<file path="src/aasd_map.vh">
// constants for the axis address strap decoder
// assumes strap samples arrive as 12-bit millivolt codes
// Summary of operation
// - each strap level is turned into a 3-bit code by eight rising bands, 0 to 0.53 V is 000 and 3.22 to 3.30 V is 111.
// - the axis address is 64 times the lower two bits of the upper code plus 8 times the middle code plus the lower code.
// - with all three straps open or grounded the address is 255 and the station alias reads zero.
// - the top bit of the upper code is dropped, so address bit 8 is always zero.
`ifndef AASD_MAP_VH
`define AASD_MAP_VH

////////////////////////////////////////////////////////////////////////////////
// band upper edges in millivolts, a level equal to an edge stays in the lower band
`define AASD_EDGE1         12'd530
`define AASD_EDGE2         12'd1410
`define AASD_EDGE3         12'd2010
`define AASD_EDGE4         12'd2430
`define AASD_EDGE5         12'd2750
`define AASD_EDGE6         12'd3010
`define AASD_EDGE7         12'd3220

////////////////////////////////////////////////////////////////////////////////
// address packing
`define AASD_FALLBACK_ADDR 9'h0ff
`define AASD_HIGH_LSB      6
`define AASD_MID_LSB       3
`define AASD_LOW_LSB       0

////////////////////////////////////////////////////////////////////////////////
// register offsets
`define AASD_REG_AXIS      4'h0
`define AASD_REG_ALIAS     4'h1
`define AASD_REG_STATUS    4'h2

// reset values
`define AASD_ALIAS_RESET   16'h0000
`define AASD_ADDR_RESET    9'h000

////////////////////////////////////////////////////////////////////////////////
// settling time before the one-shot capture
`define AASD_CLK_MHZ       250
`define AASD_SETTLE_NS     1000
`define AASD_SETTLE_CYC    ((`AASD_SETTLE_NS * `AASD_CLK_MHZ + 999) / 1000)

`endif

</file>
<file path="src/aasd_decoder.v">
// axis address strap decoder: band decode, packing, register port
// assumes strap samples come from an adc outside this clock domain
//
// Added by the designer: the register offsets and strobed register access.
`timescale 1ns/10ps
`default_nettype none
`include "aasd_map.vh"

module aasd_decoder (
	// clock and reset
	input  wire        ref_clk,
	input  wire        rstn,
	// quantized strap levels, millivolts
	input  wire [11:0] strap_low,
	input  wire [11:0] strap_mid,
	input  wire [11:0] strap_high,
	// register port
	input  wire [3:0]  reg_addr,
	input  wire [15:0] reg_wdata,
	input  wire        reg_wr,
	input  wire        reg_rd,
	output reg  [15:0] reg_rdata,
	// decoded results
	output reg  [8:0]  axis_address,
	output reg  [15:0] station_alias,
	output reg         address_valid
);

////////////////////////////////////////////////////////////////////////////////
// band decode, used for all three straps
function [2:0] band_code;
	input [11:0] mv;
	begin
		if (mv <= `AASD_EDGE1) band_code = 3'h0;
		else if (mv <= `AASD_EDGE2) band_code = 3'h1;
		else if (mv <= `AASD_EDGE3) band_code = 3'h2;
		else if (mv <= `AASD_EDGE4) band_code = 3'h3;
		else if (mv <= `AASD_EDGE5) band_code = 3'h4;
		else if (mv <= `AASD_EDGE6) band_code = 3'h5;
		else if (mv <= `AASD_EDGE7) band_code = 3'h6;
		else band_code = 3'h7;
	end
endfunction

////////////////////////////////////////////////////////////////////////////////
// two-stage synchronisers; the bus is quasi-static straps
reg  [11:0] low_s1;
reg  [11:0] low_s2;
reg  [11:0] mid_s1;
reg  [11:0] mid_s2;
reg  [11:0] high_s1;
reg  [11:0] high_s2;

always @(posedge ref_clk) begin
	if (!rstn) begin
		low_s1  <= 12'h000;
		low_s2  <= 12'h000;
		mid_s1  <= 12'h000;
		mid_s2  <= 12'h000;
		high_s1 <= 12'h000;
		high_s2 <= 12'h000;
	end else begin
		low_s1  <= strap_low;
		low_s2  <= low_s1;
		mid_s1  <= strap_mid;
		mid_s2  <= mid_s1;
		high_s1 <= strap_high;
		high_s2 <= high_s1;
	end
end

////////////////////////////////////////////////////////////////////////////////
// combinational decode of the synchronised levels
wire [2:0] code_low  = band_code(low_s2);
wire [2:0] code_mid  = band_code(mid_s2);
wire [2:0] code_high = band_code(high_s2);
wire       all_open  = (code_low == 3'h0) && (code_mid == 3'h0) && (code_high == 3'h0);

reg  [8:0] next_address;
always @* begin
	next_address = 9'h000;
	next_address[`AASD_HIGH_LSB +: 2] = code_high[1:0];
	next_address[`AASD_MID_LSB +: 3]  = code_mid;
	next_address[`AASD_LOW_LSB +: 3]  = code_low;
	if (all_open)
		next_address = `AASD_FALLBACK_ADDR;
end

////////////////////////////////////////////////////////////////////////////////
// one-shot capture; settle wait covers adc and synchroniser latency
localparam [9:0] SETTLE_CYC = `AASD_SETTLE_CYC;

reg  [9:0] settle_cnt;
reg        fallback;
reg  [2:0] cap_low;
reg  [2:0] cap_mid;
reg  [2:0] cap_high;
reg [15:0] alias_sw;

always @(posedge ref_clk) begin
	if (!rstn) begin
		settle_cnt    <= 10'h000;
		address_valid <= 1'b0;
		axis_address  <= `AASD_ADDR_RESET;
		fallback      <= 1'b0;
		cap_low       <= 3'h0;
		cap_mid       <= 3'h0;
		cap_high      <= 3'h0;
	end else if (!address_valid) begin
		if (settle_cnt == SETTLE_CYC - 10'h001) begin
			address_valid <= 1'b1;
			axis_address  <= next_address;
			fallback      <= all_open;
			cap_low       <= code_low;
			cap_mid       <= code_mid;
			cap_high      <= code_high;
		end else begin
			settle_cnt <= settle_cnt + 10'h001;
		end
	end
end

////////////////////////////////////////////////////////////////////////////////
// alias: software writable, forced to zero in fallback
always @(posedge ref_clk) begin
	if (!rstn)
		alias_sw <= `AASD_ALIAS_RESET;
	else if (reg_wr && reg_addr == `AASD_REG_ALIAS)
		alias_sw <= reg_wdata;
end

always @(posedge ref_clk) begin
	if (!rstn)
		station_alias <= `AASD_ALIAS_RESET;
	else
		station_alias <= fallback ? 16'h0000 : alias_sw;
end

////////////////////////////////////////////////////////////////////////////////
// read port, data one cycle after the strobe; unmapped reads return zero
always @(posedge ref_clk) begin
	if (!rstn)
		reg_rdata <= 16'h0000;
	else if (reg_rd) begin
		case (reg_addr)
		`AASD_REG_AXIS:   reg_rdata <= {7'h00, axis_address};
		`AASD_REG_ALIAS:  reg_rdata <= fallback ? 16'h0000 : alias_sw;
		`AASD_REG_STATUS: reg_rdata <= {5'h00, cap_high, cap_mid, cap_low, fallback, address_valid};
		default:          reg_rdata <= 16'h0000;
		endcase
	end else
		reg_rdata <= 16'h0000;
end

endmodule // aasd_decoder
`default_nettype wire

</file>
<file path="config.mk">
export PLATFORM = sky130hd
export DESIGN_NAME = aasd_decoder
export DESIGN_NICKNAME = d
export VERILOG_FILES = /design/src/aasd_decoder.v
export VERILOG_INCLUDE_DIRS = /design/src
export SDC_FILE = /design/constraint.sdc
export NUM_CORES = 1
export LEC_CHECK = 0
export ABC_AREA = 1
export BUFFER_PORTS_ARGS = -buffer_cell sky130_fd_sc_hd__buf_4
export CORE_MARGIN = 2
export CORE_UTILIZATION = 60
export CTS_CLUSTER_DIAMETER = 150
export DETAILED_ROUTE_END_ITERATION = 8
export GPL_ROUTABILITY_DRIVEN = 0
export PLACE_DENSITY = 0.84
export SLEW_MARGIN = 10
export SYNTH_ARGS = -nofsm -noshare
export SYNTH_HDL_FRONTEND = slang
export SYNTH_SLANG_ARGS = --single-unit
</file>
<file path="constraint.sdc">
create_clock -name ref_clk -period 4.7 [get_ports ref_clk]
set_input_delay 0.235 -clock ref_clk [delete_from_list [all_inputs] [get_ports ref_clk]]
set_output_delay 0.235 -clock ref_clk [all_outputs]
set_load 0.005 [all_outputs]
</file>
==> Word level (Yosys, flattened, before mapping) <==
Index checks and enable logic that the tools add are counted.
{ "totals": {"reg_bits": 150, "inputBits": 60, "out_inout_bits": 42, "elab_cells": 79} }
{ "op_classes": {"n_addsub": 1, "n_lt_le_gt_ge": 21, "n_eq_ne": 3, "mux": 26, "bitwise": 2, "n_reduce_logical": 10} }
{ "op_table": {"columns": ["op", "count"], "rows": [
  ["less-or-equal comparator 12 bit (second input constant)", 12],
  ["less-or-equal comparator 12 x 11 -> 1 bit (second input constant)", 6],
  ["one-hot mux 16 bit (3 select lines)", 1],
  ["less-or-equal comparator 12 x 10 -> 1 bit (second input constant)", 3],
  ["two-way mux 3 bit", 12],
  ["two-way mux 16 bit", 1],
  ["two-way mux 2 bit", 6],
  ["adder 10 x 1 -> 10 bit (second input constant)", 1],
  ["== test 10 x 8 -> 1 bit (second input constant)", 1],
  ["zero test 3 bit", 3],
  ["two-way mux 8 bit", 1],
  ["AND reduction 2 bit", 3],
  ["two-way mux 1 bit", 5],
  ["== test 4 x 1 -> 1 bit (second input constant)", 1],
  ["== test 4 x 2 -> 1 bit (second input constant)", 1],
  ["zero test 4 bit", 1],
  ["logical AND 1 bit", 3],
  ["NOT 1 bit", 2]
]} }

==> Longest topological paths before layout <==
{ "logic_depth": {"word_depth": 12, "mapped_depth": 16} }

==> Worst setup path before layout <==
OpenSTA, ideal clock, no wires.
{ "synth_path": {"path_kind": "flip-flop to flip-flop", "start": "register settle_cnt[1]", "end": "register settle_cnt[9]", "setup_time_ps": 115, "t_arrival_ps": 1403, "setup_slack_ps": 3182, "path_stages_with_launch": 13, "path_buffers": 0, "synth_period_minus_slack_ps": 1518, "path_cell_list": "dfxtp_1 > inv_1 > ha_1 > inv_1 > nor2_1 > nand4_1 > nand2_1 > inv_2 > nand4_1 > nor2_1 > nand3_1 > nand2_1 > nor2_1"} }
{ "synth_via": {"elab_chain_cells": 3} }
{ "synth_rtl": {"columns": ["element", "line_no", "rtl"], "rows": [
  ["start, declared", "aasd_decoder.v:93", "reg [9:0] settle_cnt;"],
  ["start signal, assigned", "aasd_decoder.v:118", "settle_cnt <= settle_cnt + 10'h001;"],
  ["branches (longest 3 deep; another with adder 10 x 1 -> 10 bit)", null, null]
]} }
Parallel ways; which one is timed is not known.
A chain may end at the register's enable or synchronous reset.

==> Worst setup path after layout <==
{ "layout_path": {"start": "register settle_cnt[1]", "end": "register axis_address[6]"} }
{ "layout_via": {"elab_chain_cells": 2} }
{ "layout_rtl": {"columns": ["element", "line_no", "rtl"], "rows": [
  ["== test 10 x 8 -> 1 bit", "aasd_decoder.v:110", "if (settle_cnt == SETTLE_CYC - 10'h001) begin"],
  ["AND reduction 2 bit (no source line)", null, null],
  ["end signal, assigned", "aasd_decoder.v:104", "axis_address <= `AASD_ADDR_RESET;"],
  ["end signal, assigned", "aasd_decoder.v:112", "axis_address <= next_address;"],
  ["end, declared", "aasd_decoder.v:24", "output reg [8:0] axis_address,"]
]} }
Every way passes these cells.

==> results_dict.tcl <==
set metrics [dict create \
    outcome "finished, final reports clean" \
    grtUsageTotal 0.2814 \
    clock_latency_ps 520 \
    end_kind "register" \
    synthCells 898 \
    syn2layout_area_growth_pct 28.48 \
    required_ps 5160 \
    powerDensity_nw_per_um2 357.4 \
    r2r-end "axis_address[6]" \
    ys.flop_type "dfxtp_1" \
    io_pins 102 \
    synth_nets 960 \
    switching_share 0.2423 \
    rrSetupSlack_ps 2660 \
    whs_ps 18.02 \
    setup-violations-final 0 \
    crit_top_cell "inv_1" \
    cts-root-buf "clkbuf_8" \
    critPathMaxStageDelay_ps 440 \
    vdd_drop_max_v 0.0002668 \
    synth-xor-area-share 0 \
    grt_antenna_before_repair 0 \
    overflow 0 \
    r2r_cells 10 \
    critPathMaxFanout 18 \
    fin_crit_sh 0.4346 \
    tns_ps 0 \
    finalWirelength_microns 15410 \
    final_common_cell "nand2_1" \
    cts_tree "done" \
    hp-class "primary input to register" \
    yosys_warnings 0 \
    num_vias 5920 \
    design_area_sq_um 8038 \
    clkPwrFrac 0.471 \
    cts.clk_slew.worst_paths_ps 70 \
    fillers 698 \
    combPwrFrac 0.068 \
    switching_power_uw 696.0 \
    post-cts-setup-buffer-count 0 \
    antenna_cells 0 \
    wire_per_inst_microns 13.09 \
    dp_hpwl_microns 8795 \
    grt_start_max_net_pins 105 \
    synth_compound_area_frac 0.07900 \
    relSlewSlack 0.3015 \
    post_cts_resized 0 \
    core_area_sq_um 10230 \
    layout_common_cells "260 x nand2_1, 161 x inv_1, 149 x dfxtp_1" \
    synth.avg_cell_area_sq_um 6.967 \
    rows 37 \
    ys_types 35 \
    fp.dieH_microns 106.1 \
    firstDrtPassIters 7 \
    nNetsFinal 1090 \
    synth-adder-area-share 0.004000 \
    start_kind "register" \
    arrival_ps 2500 \
    crit_type "register to register" \
    skew_ps 5.959 \
    placed_area_sq_um 7034 \
    min_from "reg_wdata[7]" \
    max_freq_mhz 489.6 \
    tightest_slew_ps 1047 \
    syn_area_sq_um 6256 \
    clock_path_buffers 2 \
    max_cap_violations 0 \
    finalCriticalPeriod_ps 2043 \
    rsz0062_at_grt "no" \
    maxSlewViolCount 0 \
    ys_ff_latch 149 \
    start_util 0.6115 \
    portBuffers 100 \
    drt_iter0_markers 373 \
    first_global_vias 5596 \
    seq_area_frac_synth 0.4768 \
    grt_first_pass_wirelength_microns 25350 \
    synth_top_family_by_area "simple AND/OR/NAND/NOR gates" \
    power_frac_seq 0.462 \
    regToRegStartpoint "settle_cnt[1]" \
    yosys.area_share.simple 0.3172 \
    hold_viol_final 0 \
    die_w_microns 106.1 \
    crit_chain "inv_1 > ha_1 > inv_1 > nor4_2 > nand4_2 > inv_1 > o21ai_2 > nor2_4 > nand3_4 > nand2_1" \
    drc 0 \
    cts-buffers-inserted 17 \
    clock-sinks 149 \
    synth-edff-count 0 \
    htree_num_levels 4 \
    viasPerCell 5.030 \
    antenna_left 0 \
    synthMuxAreaShare 0 \
    hold_end "alias_sw[7]" \
    holdPathStages 3 \
    ys_async_sr_fraction 0 \
    leakagePower_uw 0.004025 \
    critPathSlowestCell "nand4_2" \
    layout-drive-gt1-share 0.1499 \
    fp.dieArea_sq_um 11260 \
    p_int_uw 2177 \
]
## routing by layer
layer	GRT usage	wire [microns]	up-vias
met5	0	0	-
met4	0.1250	397	0
met3	0.05579	929	38
met2	0.5018	7824	234
met1	0.3253	6257	2608
li1	-	-	3040
## sequential cells by signal (all words and copies together), names as in the netlist
signal         count
alias_sw          16
reg_rdata         16
station_alias     16
high_s1           12
high_s2           12
low_s1            12
low_s2            12
mid_s1            12
mid_s2            12
settle_cnt        10
axis_address       8
cap_high           3
cap_low            3
cap_mid            3
address_valid      1
fallback           1
## stage by stage
stage | worst slack (ps) | instances | total power [uW] | utilization
6_report | 2657 | 1177 | 2873 | 0.7856
3_5_place_dp | 2456 | 1104 | 1510 | 0.6875
2_1_floorplan | 3182 | 898 | 1449 | -
4_1_cts | 2666 | 1177 | 2875 | 0.7856
5_1_grt | 2402 | 1177 | 2972 | 0.7856
3_3_place_gp | 2519 | 1104 | 1507 | 0.6875
## synth_stat cells, types with 2 or more instances
master,instances,share of area
nand4_1,11,0.011
buf_4,2,0.0024
o211ai_1,3,0.0036
nor3_1,34,0.027
buf_6,2,0.0036
inv_2,4,0.0024
nor2_4,2,0.0036
nand3b_1,5,0.0060
nor2_1,68,0.041
dfxtp_1,149,0.48
a31oi_1,2,0.0020
inv_1,161,0.097
nor4_1,6,0.0060
ha_1,2,0.0040
nand3_1,57,0.046
o21ai_0,32,0.026
a21oi_2,3,0.0042
nor3_2,2,0.0032
o21ai_1,2,0.0016
a21oi_1,49,0.039
nand3_2,2,0.0032
buf_2,6,0.0048
clkbuf_1,20,0.012
nand2_1,260,0.16
nand2_2,3,0.0030
nor2_2,2,0.0020
## power groups by stage
stage / logic [uW] / clock network (uW) / registers, uW
global placement: 156 / 0 / 1350
CTS: 188 / 1360 / 1320
detailed placement: 158 / 0 / 1350
finish: 194 / 1350 / 1330
global route: 218 / 1420 / 1330
floorplan: 108 / 0 / 1340
## critical path: cells and delay by family (launching register included)
family | cells | cell delay, ps
DFF | 1 | 330
AOI/OAI and AO/OA | 1 | 120
buffers and inverters | 3 | 420
adders and majority gates | 1 | 140
and+or+nand+nor | 5 | 970
## layout make-up
cell class | instances | area (sq um) | area share
multi-input combinational | 553 | 2507 | 0.3120
clock inverter | 14 | 165.2 | 0.02055
inverter | 166 | 623.1 | 0.07752
tap | 136 | 170.2 | 0.02117
clock buffer | 18 | 427.9 | 0.05324
timing repair buffer | 141 | 1161 | 0.1445
sequential | 149 | 2983 | 0.3711
## what timing repair did
item,4_1_cts,5_1_grt
setup endpoints to repair,0,0
hold buffers,41,0
endpoints found under the hold margin,41,0
## cells by family after synthesis
kind of cell / count (synthesis)
adder cells (fa/ha/maj): 2
buffers and inverters: 196
flip-flops: 149
other: 1
AND/OR/NAND/NOR: 457
AO/OA/AOI/OAI: 93
## worst max path at each step
stage | start | end | slack (ps)
3_5_place_dp | reg_addr[1] | alias_sw[1] | 2460
5_1_grt | settle_cnt[1] | axis_address[6] | 2400
3_3_place_gp | reg_addr[1] | alias_sw[15] | 2520
4_1_cts | settle_cnt[1] | axis_address[7] | 2670
6_report | settle_cnt[1] | axis_address[6] | 2660
2_1_floorplan | settle_cnt[1] | settle_cnt[9] | 3180
No activity file was read; power rests on OpenSTA's default activity.
